$ cat config.mk
export PLATFORM = sky130hd
export DESIGN_NAME = ptcrs_top
export DESIGN_NICKNAME = d
export VERILOG_FILES = /design/src/verilog/ptcrs_pkg.sv /design/src/verilog/ptcrs_top.sv
export SDC_FILE = /design/constraint.sdc
export NUM_CORES = 2
export LEC_CHECK = 0
export ABC_AREA = 1
export BUFFER_PORTS_ARGS = -buffer_cell sky130_fd_sc_hd__buf_2
export CORE_MARGIN = 3
export CORE_UTILIZATION = 45
export DETAILED_ROUTE_END_ITERATION = 10
export GPL_TIMING_DRIVEN = 0
export RECOVER_POWER = 50
export SLEW_MARGIN = 10
export SYNTH_ARGS = -nofsm -noshare
export SYNTH_HDL_FRONTEND = slang
export SYNTH_SLANG_ARGS = --single-unit
$ cat constraint.sdc
create_clock -name pclk -period 11.47 [get_ports pclk]
set_clock_uncertainty 0.1 [all_clocks]
set_input_delay 1.7205 -clock pclk [delete_from_list [all_inputs] [get_ports pclk]]
set_output_delay 1.7205 -clock pclk [all_outputs]
set_load 0.02 [all_outputs]
$ cat src/verilog/ptcrs_pkg.sv
// Constants for the timestamp control and receive statistics block
package ptcrs_pkg;
    // Register byte offsets
    localparam logic [11:0] PTCRS_CRC_ERR_CNT_OFS = 12'h194;
    localparam logic [11:0] PTCRS_ALIGN_ERR_CNT_OFS = 12'h198;
    localparam logic [11:0] PTCRS_GOOD_UCAST_CNT_OFS = 12'h1c4;
    localparam logic [11:0] PTCRS_CNT_STATUS_OFS = 12'h108;
    localparam logic [11:0] PTCRS_CNT_MASK_OFS = 12'h10c;
    localparam logic [11:0] PTCRS_TS_CTRL_OFS = 12'h700;
    localparam logic [11:0] PTCRS_SUBSEC_INC_OFS = 12'h704;
    localparam logic [11:0] PTCRS_TIME_SEC_OFS = 12'h708;
    localparam logic [11:0] PTCRS_TIME_SUBSEC_OFS = 12'h70c;
    localparam logic [11:0] PTCRS_ADJ_SEC_OFS = 12'h710;
    localparam logic [11:0] PTCRS_ADJ_SUBSEC_OFS = 12'h714;
    localparam logic [11:0] PTCRS_ADDEND_OFS = 12'h718;
    localparam logic [11:0] PTCRS_TARGET_SEC_OFS = 12'h71c;
    localparam logic [11:0] PTCRS_TARGET_SUBSEC_OFS = 12'h720;
    // Control reset value and write mask
    localparam logic [31:0] PTCRS_TS_CTRL_RESET = 32'h0000_2000;
    localparam logic [31:0] PTCRS_TS_CTRL_WMASK = 32'h0007_ff3f;
    // Control field positions
    localparam int PTCRS_B_ADDR_FILT = 18;
    localparam int PTCRS_B_NODE_LO = 16;
    localparam int PTCRS_B_MASTER = 15;
    localparam int PTCRS_B_EVENT = 14;
    localparam int PTCRS_B_IPV4 = 13;
    localparam int PTCRS_B_IPV6 = 12;
    localparam int PTCRS_B_RAW = 11;
    localparam int PTCRS_B_VER = 10;
    localparam int PTCRS_B_ROLL = 9;
    localparam int PTCRS_B_ALL = 8;
    localparam int PTCRS_B_ADDEND = 5;
    localparam int PTCRS_B_TGT_EN = 4;
    localparam int PTCRS_B_ADJ = 3;
    localparam int PTCRS_B_INIT = 2;
    localparam int PTCRS_B_FINE = 1;
    localparam int PTCRS_B_EN = 0;
    // Counter half-max flag positions in status and mask
    localparam int PTCRS_B_CRC_HALF = 5;
    localparam int PTCRS_B_ALIGN_HALF = 6;
    localparam int PTCRS_B_UCAST_HALF = 17;
    // Subsecond rollover limits
    localparam logic [31:0] PTCRS_BIN_LIMIT = 32'h7fff_ffff;
    localparam logic [31:0] PTCRS_DEC_LIMIT = 32'h3b9a_c9ff;
    // Timing ethertype and version codes
    localparam logic [15:0] PTCRS_PTP_ETHERTYPE = 16'h88f7;
    localparam logic [3:0] PTCRS_VER_ONE = 4'h1;
    localparam logic [3:0] PTCRS_VER_TWO = 4'h2;
    // Clock node types
    typedef enum logic [1:0] {
        PTCRS_NODE_ORD = 2'h0,
        PTCRS_NODE_BND = 2'h1,
        PTCRS_NODE_E2E = 2'h2,
        PTCRS_NODE_P2P = 2'h3
    } ptcrs_node_type;
    // Timing message type codes
    localparam logic [3:0] PTCRS_MSG_SYNC = 4'h0;
    localparam logic [3:0] PTCRS_MSG_DELAY_REQ = 4'h1;
    localparam logic [3:0] PTCRS_MSG_PDELAY_REQ = 4'h2;
    localparam logic [3:0] PTCRS_MSG_PDELAY_RESP = 4'h3;
    localparam logic [3:0] PTCRS_MSG_FOLLOW_UP = 4'h8;
    localparam logic [3:0] PTCRS_MSG_DELAY_RESP = 4'h9;
endpackage : ptcrs_pkg

$ cat src/verilog/ptcrs_top.sv
// Timestamp control, system time and receive statistics counters
//
// Register access over APB was left to the implementer.
`timescale 1ns/1ps
module ptcrs_top
    import ptcrs_pkg::*;
#(
    parameter int CNT_WIDTH = 32
)
(
    // Clock and reset
    input wire logic pclk,
    input wire logic presetn,
    // APB slave
    input wire logic psel,
    input wire logic penable,
    input wire logic pwrite,
    input wire logic [11:0] paddr,
    input wire logic [31:0] pwdata,
    output logic [31:0] prdata,
    output logic pready,
    output logic pslverr,
    // Received frame status
    input wire logic rx_frame_done,
    input wire logic rx_crc_error,
    input wire logic rx_align_error,
    input wire logic rx_good_unicast,
    input wire logic [15:0] rx_ethertype,
    // Received timing message indications
    input wire logic rx_is_ptp,
    input wire logic rx_ptp_ipv4,
    input wire logic rx_ptp_ipv6,
    input wire logic rx_ptp_raw,
    input wire logic [3:0] rx_ptp_version,
    input wire logic [3:0] rx_ptp_msg_type,
    // Timestamp and counter interrupt outputs
    output logic timestamping_enable,
    output logic timing_frame_addr_filter_en,
    output logic snapshot_take,
    output logic [31:0] snapshot_seconds,
    output logic [30:0] snapshot_subseconds,
    output logic target_time_irq,
    output logic counter_irq
);
    // Registers
    logic [31:0] ctl_q;
    logic [7:0] subsec_inc_q;
    logic [31:0] adj_sec_q;
    logic [31:0] adj_sub_q;
    logic [31:0] addend_q;
    logic [31:0] addend_active_q;
    logic [31:0] accum_q;
    logic [31:0] tgt_sec_q;
    logic [31:0] tgt_sub_q;
    logic [31:0] cnt_mask_q;
    logic [31:0] sec_q;
    logic [30:0] subsec_q;
    logic [CNT_WIDTH-1:0] cnt_q [3];
    logic [2:0] cnt_evt;
    logic [31:0] prdata_q;
    logic pready_q;
    logic pslverr_q;
    logic snap_q;
    logic [31:0] snap_sec_q;
    logic [30:0] snap_sub_q;
    logic tgt_irq_q;
    logic cnt_irq_q;
    logic filt_q;
    // Decoded strobes and time arithmetic
    logic wr_en;
    logic setup;
    logic [31:0] limit;
    logic [32:0] acc_sum;
    logic tick;
    logic [31:0] run_sum;
    logic [31:0] run_sub;
    logic run_carry;
    logic [31:0] add_sub;
    logic [31:0] dif_sub;
    logic do_init;
    logic do_adj;
    logic do_addend;
    logic tgt_hit;
    logic msg_ok;
    logic snap_now;
    logic [2:0] half_flags;

    // APB phase decode
    assign setup = psel && !penable;
    assign wr_en = psel && penable && pready_q && pwrite;

    // Subsecond rollover limit per mode
    assign limit = ctl_q[PTCRS_B_ROLL] ? PTCRS_DEC_LIMIT : PTCRS_BIN_LIMIT;

    // Fine accumulator and increment tick
    assign acc_sum = {1'b0, accum_q} + {1'b0, addend_active_q};
    assign tick = ctl_q[PTCRS_B_FINE] ? acc_sum[32] : 1'b1;

    // Running time advance with rollover
    always_comb
    begin
        run_sum = {1'b0, subsec_q} + {24'h0, subsec_inc_q};
        run_carry = run_sum > limit;
        run_sub = run_carry ? run_sum - limit - 32'h1 : run_sum;
    end

    // Adjust arithmetic, add or subtract
    always_comb
    begin
        add_sub = {1'b0, subsec_q} + {1'b0, adj_sub_q[30:0]};
        dif_sub = {1'b0, subsec_q} - {1'b0, adj_sub_q[30:0]};
        if ({1'b0, adj_sub_q[30:0]} > {1'b0, subsec_q})
        begin
            dif_sub = dif_sub + limit + 32'h1;
        end
    end

    // Requests; init and adjust acted on only while timestamping is on, addend and target regardless
    assign do_init = ctl_q[PTCRS_B_EN] && ctl_q[PTCRS_B_INIT];
    assign do_adj = ctl_q[PTCRS_B_EN] && ctl_q[PTCRS_B_ADJ] && !ctl_q[PTCRS_B_INIT];
    assign do_addend = ctl_q[PTCRS_B_ADDEND];
    assign tgt_hit = ctl_q[PTCRS_B_TGT_EN] && ({sec_q, subsec_q} >= {tgt_sec_q, tgt_sub_q[30:0]});

    // Message type table per node type
    always_comb
    begin
        msg_ok = 1'b0;
        case (ptcrs_node_type'(ctl_q[PTCRS_B_NODE_LO +: 2]))
            PTCRS_NODE_ORD, PTCRS_NODE_BND:
            begin
                if (!ctl_q[PTCRS_B_EVENT])
                    msg_ok = rx_ptp_msg_type == PTCRS_MSG_SYNC
                        || rx_ptp_msg_type == PTCRS_MSG_FOLLOW_UP
                        || rx_ptp_msg_type == PTCRS_MSG_DELAY_REQ
                        || rx_ptp_msg_type == PTCRS_MSG_DELAY_RESP;
                else if (ctl_q[PTCRS_B_MASTER])
                    msg_ok = rx_ptp_msg_type == PTCRS_MSG_DELAY_REQ;
                else
                    msg_ok = rx_ptp_msg_type == PTCRS_MSG_SYNC;
            end
            PTCRS_NODE_E2E:
            begin
                if (!ctl_q[PTCRS_B_EVENT])
                    msg_ok = rx_ptp_msg_type == PTCRS_MSG_SYNC
                        || rx_ptp_msg_type == PTCRS_MSG_FOLLOW_UP
                        || rx_ptp_msg_type == PTCRS_MSG_DELAY_REQ
                        || rx_ptp_msg_type == PTCRS_MSG_DELAY_RESP;
                else
                    msg_ok = rx_ptp_msg_type == PTCRS_MSG_SYNC
                        || rx_ptp_msg_type == PTCRS_MSG_FOLLOW_UP;
            end
            default:
            begin
                if (!ctl_q[PTCRS_B_EVENT])
                    msg_ok = rx_ptp_msg_type == PTCRS_MSG_SYNC
                        || rx_ptp_msg_type == PTCRS_MSG_FOLLOW_UP
                        || rx_ptp_msg_type == PTCRS_MSG_DELAY_REQ
                        || rx_ptp_msg_type == PTCRS_MSG_DELAY_RESP
                        || rx_ptp_msg_type == PTCRS_MSG_PDELAY_REQ
                        || rx_ptp_msg_type == PTCRS_MSG_PDELAY_RESP;
                else
                    msg_ok = rx_ptp_msg_type == PTCRS_MSG_SYNC
                        || rx_ptp_msg_type == PTCRS_MSG_PDELAY_REQ
                        || rx_ptp_msg_type == PTCRS_MSG_PDELAY_RESP;
            end
        endcase
    end

    // Snapshot decision for the finished frame
    always_comb
    begin
        snap_now = 1'b0;
        if (rx_frame_done && ctl_q[PTCRS_B_EN])
        begin
            if (ctl_q[PTCRS_B_ALL])
                snap_now = 1'b1;
            else if (rx_is_ptp && msg_ok)
                snap_now = ((rx_ptp_ipv4 && ctl_q[PTCRS_B_IPV4])
                    || (rx_ptp_ipv6 && ctl_q[PTCRS_B_IPV6])
                    || (rx_ptp_raw && ctl_q[PTCRS_B_RAW]))
                    && (rx_ptp_version == (ctl_q[PTCRS_B_VER] ? PTCRS_VER_TWO
                    : PTCRS_VER_ONE));
        end
    end

    // Timestamp control register with hardware clears
    always_ff @(posedge pclk or negedge presetn)
    begin
        if (!presetn)
            ctl_q <= PTCRS_TS_CTRL_RESET;
        else
        begin
            if (wr_en && paddr == PTCRS_TS_CTRL_OFS)
                ctl_q <= pwdata & PTCRS_TS_CTRL_WMASK;
            else
            begin
                if (do_init)
                    ctl_q[PTCRS_B_INIT] <= 1'b0;
                if (do_adj)
                    ctl_q[PTCRS_B_ADJ] <= 1'b0;
                if (do_addend)
                    ctl_q[PTCRS_B_ADDEND] <= 1'b0;
                if (tgt_hit)
                    ctl_q[PTCRS_B_TGT_EN] <= 1'b0;
            end
        end
    end

    // Software written configuration registers
    always_ff @(posedge pclk or negedge presetn)
    begin
        if (!presetn)
        begin
            subsec_inc_q <= 8'h0;
            adj_sec_q <= 32'h0;
            adj_sub_q <= 32'h0;
            addend_q <= 32'h0;
            tgt_sec_q <= 32'h0;
            tgt_sub_q <= 32'h0;
            cnt_mask_q <= 32'h0;
        end
        else if (wr_en)
        begin
            if (paddr == PTCRS_SUBSEC_INC_OFS)
                subsec_inc_q <= pwdata[7:0];
            else if (paddr == PTCRS_ADJ_SEC_OFS)
                adj_sec_q <= pwdata;
            else if (paddr == PTCRS_ADJ_SUBSEC_OFS)
                adj_sub_q <= pwdata;
            else if (paddr == PTCRS_ADDEND_OFS)
                addend_q <= pwdata;
            else if (paddr == PTCRS_TARGET_SEC_OFS)
                tgt_sec_q <= pwdata;
            else if (paddr == PTCRS_TARGET_SUBSEC_OFS)
                tgt_sub_q <= {1'b0, pwdata[30:0]};
            else if (paddr == PTCRS_CNT_MASK_OFS)
                cnt_mask_q <= pwdata & ((32'h1 << PTCRS_B_CRC_HALF)
                    | (32'h1 << PTCRS_B_ALIGN_HALF) | (32'h1 << PTCRS_B_UCAST_HALF));
        end
    end

    // Addend transfer and fine accumulator
    always_ff @(posedge pclk or negedge presetn)
    begin
        if (!presetn)
        begin
            addend_active_q <= 32'h0;
            accum_q <= 32'h0;
        end
        else
        begin
            if (do_addend)
                addend_active_q <= addend_q;
            if (ctl_q[PTCRS_B_EN] && ctl_q[PTCRS_B_FINE])
                accum_q <= acc_sum[31:0];
        end
    end

    // System time: init, adjust, or free run
    always_ff @(posedge pclk or negedge presetn)
    begin
        if (!presetn)
        begin
            sec_q <= 32'h0;
            subsec_q <= 31'h0;
        end
        else if (do_init)
        begin
            sec_q <= adj_sec_q;
            subsec_q <= adj_sub_q[30:0];
        end
        else if (do_adj)
        begin
            if (!adj_sub_q[31])
            begin
                if (add_sub > limit)
                begin
                    subsec_q <= 31'(add_sub - limit - 32'h1);
                    sec_q <= sec_q + adj_sec_q + 32'h1;
                end
                else
                begin
                    subsec_q <= add_sub[30:0];
                    sec_q <= sec_q + adj_sec_q;
                end
            end
            else
            begin
                subsec_q <= dif_sub[30:0];
                sec_q <= sec_q - adj_sec_q
                    - {31'h0, ({1'b0, adj_sub_q[30:0]} > {1'b0, subsec_q})};
            end
        end
        else if (ctl_q[PTCRS_B_EN] && tick)
        begin
            subsec_q <= run_sub[30:0];
            if (run_carry)
                sec_q <= sec_q + 32'h1;
        end
    end

    // Statistics counter events
    assign cnt_evt[0] = rx_frame_done && rx_crc_error;
    assign cnt_evt[1] = rx_frame_done && rx_align_error;
    assign cnt_evt[2] = rx_frame_done && rx_good_unicast;

    // Receive statistics counters
    generate
        for (genvar i = 0; i < 3; i++)
        begin : g_cnt
            always_ff @(posedge pclk or negedge presetn)
            begin
                if (!presetn)
                    cnt_q[i] <= '0;
                else if (cnt_evt[i])
                    cnt_q[i] <= cnt_q[i] + 1'b1;
            end
            assign half_flags[i] = cnt_q[i][CNT_WIDTH-1];
        end
    endgenerate

    // Snapshot, target and counter interrupt outputs
    always_ff @(posedge pclk or negedge presetn)
    begin
        if (!presetn)
        begin
            snap_q <= 1'b0;
            snap_sec_q <= 32'h0;
            snap_sub_q <= 31'h0;
            tgt_irq_q <= 1'b0;
            cnt_irq_q <= 1'b0;
            filt_q <= 1'b0;
        end
        else
        begin
            snap_q <= snap_now;
            if (snap_now)
            begin
                snap_sec_q <= sec_q;
                snap_sub_q <= subsec_q;
            end
            tgt_irq_q <= tgt_hit;
            cnt_irq_q <= (half_flags[0] && !cnt_mask_q[PTCRS_B_CRC_HALF])
                || (half_flags[1] && !cnt_mask_q[PTCRS_B_ALIGN_HALF])
                || (half_flags[2] && !cnt_mask_q[PTCRS_B_UCAST_HALF]);
            filt_q <= ctl_q[PTCRS_B_ADDR_FILT]
                && rx_ethertype == PTCRS_PTP_ETHERTYPE;
        end
    end

    // APB read data and answer, registered from the setup phase
    always_ff @(posedge pclk or negedge presetn)
    begin
        if (!presetn)
        begin
            prdata_q <= 32'h0;
            pready_q <= 1'b0;
            pslverr_q <= 1'b0;
        end
        else
        begin
            pready_q <= setup;
            pslverr_q <= 1'b0;
            prdata_q <= 32'h0;
            if (setup)
            begin
                if (paddr == PTCRS_CRC_ERR_CNT_OFS)
                    prdata_q <= 32'(cnt_q[0]);
                else if (paddr == PTCRS_ALIGN_ERR_CNT_OFS)
                    prdata_q <= 32'(cnt_q[1]);
                else if (paddr == PTCRS_GOOD_UCAST_CNT_OFS)
                    prdata_q <= 32'(cnt_q[2]);
                else if (paddr == PTCRS_CNT_STATUS_OFS)
                    prdata_q <= ({31'h0, half_flags[0]} << PTCRS_B_CRC_HALF)
                        | ({31'h0, half_flags[1]} << PTCRS_B_ALIGN_HALF)
                        | ({31'h0, half_flags[2]} << PTCRS_B_UCAST_HALF);
                else if (paddr == PTCRS_CNT_MASK_OFS)
                    prdata_q <= cnt_mask_q;
                else if (paddr == PTCRS_TS_CTRL_OFS)
                    prdata_q <= ctl_q;
                else if (paddr == PTCRS_SUBSEC_INC_OFS)
                    prdata_q <= {24'h0, subsec_inc_q};
                else if (paddr == PTCRS_TIME_SEC_OFS)
                    prdata_q <= sec_q;
                else if (paddr == PTCRS_TIME_SUBSEC_OFS)
                    prdata_q <= {1'b0, subsec_q};
                else if (paddr == PTCRS_ADJ_SEC_OFS)
                    prdata_q <= adj_sec_q;
                else if (paddr == PTCRS_ADJ_SUBSEC_OFS)
                    prdata_q <= adj_sub_q;
                else if (paddr == PTCRS_ADDEND_OFS)
                    prdata_q <= addend_q;
                else if (paddr == PTCRS_TARGET_SEC_OFS)
                    prdata_q <= tgt_sec_q;
                else if (paddr == PTCRS_TARGET_SUBSEC_OFS)
                    prdata_q <= tgt_sub_q;
                else
                    pslverr_q <= 1'b1; // Unmapped address
            end
        end
    end

    // Output drive
    assign prdata = prdata_q;
    assign pready = pready_q;
    assign pslverr = pslverr_q;
    assign timestamping_enable = ctl_q[PTCRS_B_EN];
    assign timing_frame_addr_filter_en = filt_q;
    assign snapshot_take = snap_q;
    assign snapshot_seconds = snap_sec_q;
    assign snapshot_subseconds = snap_sub_q;
    assign target_time_irq = tgt_irq_q;
    assign counter_irq = cnt_irq_q;
endmodule : ptcrs_top
== Word-level counts from Yosys, hierarchy flattened ==
Index checks and enable logic that the tools add are counted.

* $add $sub $neg: 18
* $lt $le $gt $ge: 4
* Equality and inequality tests: 23
* Muxes and demuxes: 58
* Bitwise gates (word level): 8
* Reduce and logical (&&, ||, !) cells: 56

{| class="wikitable"
|+ Operators with widths
! operator !! number
|-
| two-way mux 32 bit || 20
|-
| two-way mux 31 bit || 9
|-
| adder 32 x 1 -> 32 bit, second input constant || 5
|-
| equality test 12 x 11 -> 1 bit, second input constant || 9
|-
| subtractor 31 bit || 3
|-
| > comparator 32 x 31 -> 1 bit || 2
|-
| >= comparator 63 bit || 1
|-
| subtractor 31 x 1 -> 31 bit, second input constant || 2
|-
| equality test 12 x 9 -> 1 bit, second input constant || 5
|-
| adder 32 x 32 -> 33 bit || 1
|-
| adder 31 x 31 -> 32 bit || 1
|-
| adder 31 x 8 -> 32 bit || 1
|-
| adder 32 bit || 1
|-
| subtractor 32 x 1 -> 32 bit || 1
|-
| subtractor 32 bit || 1
|-
| adder 31 x 1 -> 31 bit, second input constant || 1
|-
| adder 31 bit || 1
|-
| > comparator 31 bit || 1
|-
| two-way mux 1 bit || 26
|-
| logical AND 1 bit || 24
|-
| OR 7 x 18 -> 18 bit || 1
|-
| equality test 16 bit, second input constant || 1
|-
| logical OR 1 bit || 11
|-
| equality test 4 x 2 -> 1 bit, second input constant || 2
|-
| 23 further kinds || 37
|}

* Bits in registers: 511
* Input port bits: 81

== Longest topological paths before layout ==
* Depth after elaboration: 16
* Mapped depth: 41

== Least setup slack after synthesis ==
OpenSTA, ideal clock, no wires.

* Path kind: reg-to-reg
* From: register subsec_q[12]
* To: register sec_q[24]
* Arrival time: 5.071 ns
* Required time: 11.253 ns
* Slack: 6.182 ns
* Cell stages (with the launch flop): 39
* Buffers on the path: 3
* Period minus slack after synthesis: 5.288 ns
* Cell sequence: dfrtp_1 -> ha_1 -> buf_4 -> a21oi_1 -> o21ai_0 -> a21oi_1 -> nor2_1 -> nor2_1 -> nand2_1 -> nand2_1 -> nand3_1 -> inv_1 -> buf_2 -> buf_2 -> fa_1 -> inv_1 -> ha_1 -> nor2_1 -> [3 not listed] -> o21ai_0 -> a21oi_1 -> o21ai_0 -> nand2_1 -> nand2_1 -> a21oi_1 -> nor2_1 -> nand2_1 -> nand2_1 -> nand2_1 -> nand2_1 -> o21ai_0 -> inv_1 -> nand2_1 -> nand2_1 -> nand2_1 -> nand2_1 -> nand2_1

* Longest elaborated chain between the ends: 6
* Elaborated cells between the ends (all ways): 12

{| class="wikitable"
|+ Ends and longest elaborated chain
! element !! line !! text
|-
| start: declaration || ptcrs_top.sv:57 || <nowiki>logic [30:0] subsec_q;</nowiki>
|-
| start signal: assignment || ptcrs_top.sv:270 || <nowiki>subsec_q <= adj_sub_q[30:0];</nowiki>
|-
| start signal: assignment || ptcrs_top.sv:278 || <nowiki>subsec_q <= 31'(add_sub - limit - 32'h1);</nowiki>
|-
| start signal: assignment || ptcrs_top.sv:283 || <nowiki>subsec_q <= add_sub[30:0];</nowiki>
|-
| adder 31 x 31 -> 32 bit || ptcrs_top.sv:110 || <nowiki>add_sub = {1'b0, subsec_q} + {1'b0, adj_sub_q[30:0]};</nowiki>
|-
| > comparator 32 x 31 -> 1 bit || ptcrs_top.sv:276 || <nowiki>if (add_sub > limit)</nowiki>
|-
| two-way mux 32 bit || ptcrs_top.sv:276 ||
|-
| two-way mux 32 bit || ptcrs_top.sv:274 || <nowiki>if (!adj_sub_q[31])</nowiki>
|-
| two-way mux 32 bit || ptcrs_top.sv:272 || <nowiki>else if (do_adj)</nowiki>
|-
| two-way mux 32 bit || ptcrs_top.sv:267 || <nowiki>else if (do_init)</nowiki>
|-
| end signal: assignment || ptcrs_top.sv:269 || <nowiki>sec_q <= adj_sec_q;</nowiki>
|-
| end signal: assignment || ptcrs_top.sv:279 || <nowiki>sec_q <= sec_q + adj_sec_q + 32'h1;</nowiki>
|-
| end signal: assignment || ptcrs_top.sv:284 || <nowiki>sec_q <= sec_q + adj_sec_q;</nowiki>
|-
| end: declaration || ptcrs_top.sv:56 || <nowiki>logic [31:0] sec_q;</nowiki>
|}

Parallel ways exist; a longest one is shown, timed or not.
A chain may end at the register's enable or synchronous reset.

== Worst setup path in the final report ==
* From: register subsec_q[18]
* To: register sec_q[20]

The elaborated chain is that of the path after synthesis.

==> metrics <==
status finished, violations left; failing checks max-capacitance violations, max-slew violations; Post-Synth Simple-Gate Area between 30% and 40%; Worst R2R Setup Slack 3.60 ns; number of synthesized register bits 511; die span in x 315.9 um; Reg2Reg Depth 34; slowest cell on the critical path dfrtp_1; min cycle time layout 7.866 ns; RSZ-0062 raised after global routing false; CP Capture Type flip-flop; Skew-Pair Late Insertion Delay 0.69 ns; die footprint 99,810 sq um; fraction of layout cells with a size suffix above 1 ~7.7%; Max H-tree Level 2; EDFF count, synth 0; Crit path largest cell delay 0.73 ns; Max-slew headroom -163.0%; initial antenna violation count 12; num rows 113; largest net degree at the start of global routing 111; first-pass GRT wire length just under 300 mm; worst slew pin tran 3.946 ns; dpl hpwl around 170 mm; Resized Gates After CTS 0; mux contribution to synthesized area less than 1%; Buf+Inv Stages, Crit Path 6; area grow syn2layout 10.57%; Mapped Cells 6,425; commonest non-fill, non-tap cell in the layout nand2_1; Peak VDD IR between 0.0001 and 0.00015 V; Final WS setup approximately 3.6 ns; Nets 7,053; Synth Area in Adders 8.858%; die height 315.9 um; Worst path depth 34; pre-CTS WS 3.685 ns; final hold vios 0; P_leak 24.72 nW; # placed instances 7,877; GRT Total Usage 40.24%; clk slew on worst S/H paths 0.06 ns; Req. time, crit path 11.94 ns; Hold WC Path Type reg -> reg; Post-DRT Antenna Nets 0; CTS Buffer Depth 3; asr flop ratio synth 100.0%; hold bufs inserted after CTS 0; final setup vio count 0; cell area after synthesis 43,220 sq um; main flop type after synthesis dfrtp_1; vias in the first global route 43,400; Max Clk Rate between 0.1 and 0.15 GHz; GRT overflow 0; GPL Wtd Cong 1.067; Starting DRT DRC Count 5,170; setup TNS 0 ns; post-CTS setup buffer count 0; most frequent cells in the layout nand2_1 (1,906), inv_1 (862), dfrtp_1 (509); maxcap violations 2; post-DR vias/cell about 5.8; final std cells w/o fill roughly 8,000; Min-Delay Path Depth 1; Clock Sinks 511; CTS tree done; CTS Root Cell clkbuf_16; synth unique cells 71; Initial Util 45.42%; io pins 183; Crit path max-delay family compound AO/OA/AOI/OAI gates; first drt pass iteration count 9; Routed WL 205.5 mm; area of the core 95,150 sq um; Post-Syn Area per Cell between 6 and 7 sq um; WP data arrival around 8.3 ns; crit path launch type flip-flop; syn_nets between 6,000 and 7,000; Avg WL per Cell around 26 um; DRC errors left 0; Power Density 171.5 nW/um^2; compound-cell area share of the yosys netlist between 15 and 20%; register area share after synthesis 29.59%; IO Port Bufs 182; Setup CP Type reg -> reg; critical path fanouts, max 10; via count 46,560; Most Frequent Cell on Critical Path nand2_1; Final period util between 60 and 70%; xor/xnor cell area share of the yosys netlist between 4 and 5%; Slew Viols, Final 134; CTS Buf Count 58; yosys warns 0; largest family of logic cells by synthesized area simple AND/OR/NAND/NOR gates
-- metrics by stage --
step	cell area [sq um]	hold slack [ns]	utilization, %	power, mW
6_report	47790	0.3645	50.23	8.196
2_1_floorplan	43220	0.3416	-	4.744
3_3_place_gp	45720	0.3541	48.05	6.046
3_5_place_dp	45870	0.3568	48.20	6.079
4_1_cts	47890	0.3679	50.33	8.089
5_1_grt	47770	0.3921	50.21	8.650
-- power breakdown --
part	switching [mW]	leakage (nW)	internal (mW)
Combinational	2.72	17.0	1.18
Clock	0.863	0.979	1.15
Sequential	0.344	6.74	1.94
Total	3.93	24.7	4.26
-- metal layers --
layer	GRT usage, %	vias to the layer above	share of wire (%)	wire length, um
met5	0	-	0.032	65
met4	22.98	10	7.1	14530
met3	6.876	543	8.7	17800
met2	63.51	2314	44	90250
met1	52.13	22140	40	82890
li1	-	21550	-	-
-- registers in the layout (all words and copies together), names as in the netlist, 31 cells and up --
signal / cells
adj_sec_q: 32
snapshot_subseconds: 31
prdata: 32
tgt_sub_q: 31
snapshot_seconds: 32
addend_active_q: 32
tgt_sec_q: 32
sec_q: 32
cnt_q: 96
adj_sub_q: 32
accum_q: 32
addend_q: 32
subsec_q: 31
-- cells in the mapped netlist, types with 13 or more instances --
cell	count	share of area [%]
nand2_1	1904	17
o21ai_0	480	5.6
clkbuf_1	141	1.2
o21ai_1	15	0.17
ha_1	290	8.4
o22ai_1	13	0.19
o211ai_1	62	1.1
o21bai_1	29	0.50
buf_4	23	0.40
mux2_2	32	0.83
a21oi_2	22	0.45
o21a_1	13	0.23
xnor2_1	43	0.87
nand3_1	363	4.2
nand4_1	112	1.6
nor3_1	79	0.91
xor2_1	192	3.9
inv_2	34	0.30
nand2_2	25	0.36
o221ai_1	51	1.0
buf_2	20	0.23
a21oi_1	344	4.0
nor4_1	29	0.42
o2111ai_1	36	0.73
nor2_1	469	4.1
inv_1	861	7.5
a221oi_1	34	0.69
dfrtp_1	510	30
a31oi_1	17	0.25
nor2_2	29	0.42
-- kinds of logic after synthesis --
family,after synthesis
muxes,32
DFF,511
xor gates and xnor gates,236
adders and majority gates,300
AOI/OAI and AO/OA,1154
buffers and inverters,1100
and+or+nand+nor,3092
-- final timing paths --
kind,from,to
min in group asynchronous,presetn,subsec_q[28]
setup reg to reg,subsec_q[18],sec_q[20]
hold / removal,cnt_q[30],cnt_q[30]
hold reg to reg,cnt_q[30],cnt_q[30]
setup / recovery,subsec_q[18],sec_q[20]
max in group asynchronous,presetn,adj_sec_q[11]
-- layout make-up --
cell class                      count  area [sq um]
Fill cell                        9870         47360
Multi-Input combinational cell   4814         26090
Sequential cell                   511         12790
Inverter                          908          3413
Clock buffer                       75          1595
Tap cell                         1265          1583
Timing Repair Buffer              187          1020
Buffer                            192         854.6
Clock inverter                     33         427.9
Antenna cell                        8         20.02
Note: power is estimated with default switching activity, not from simulation.
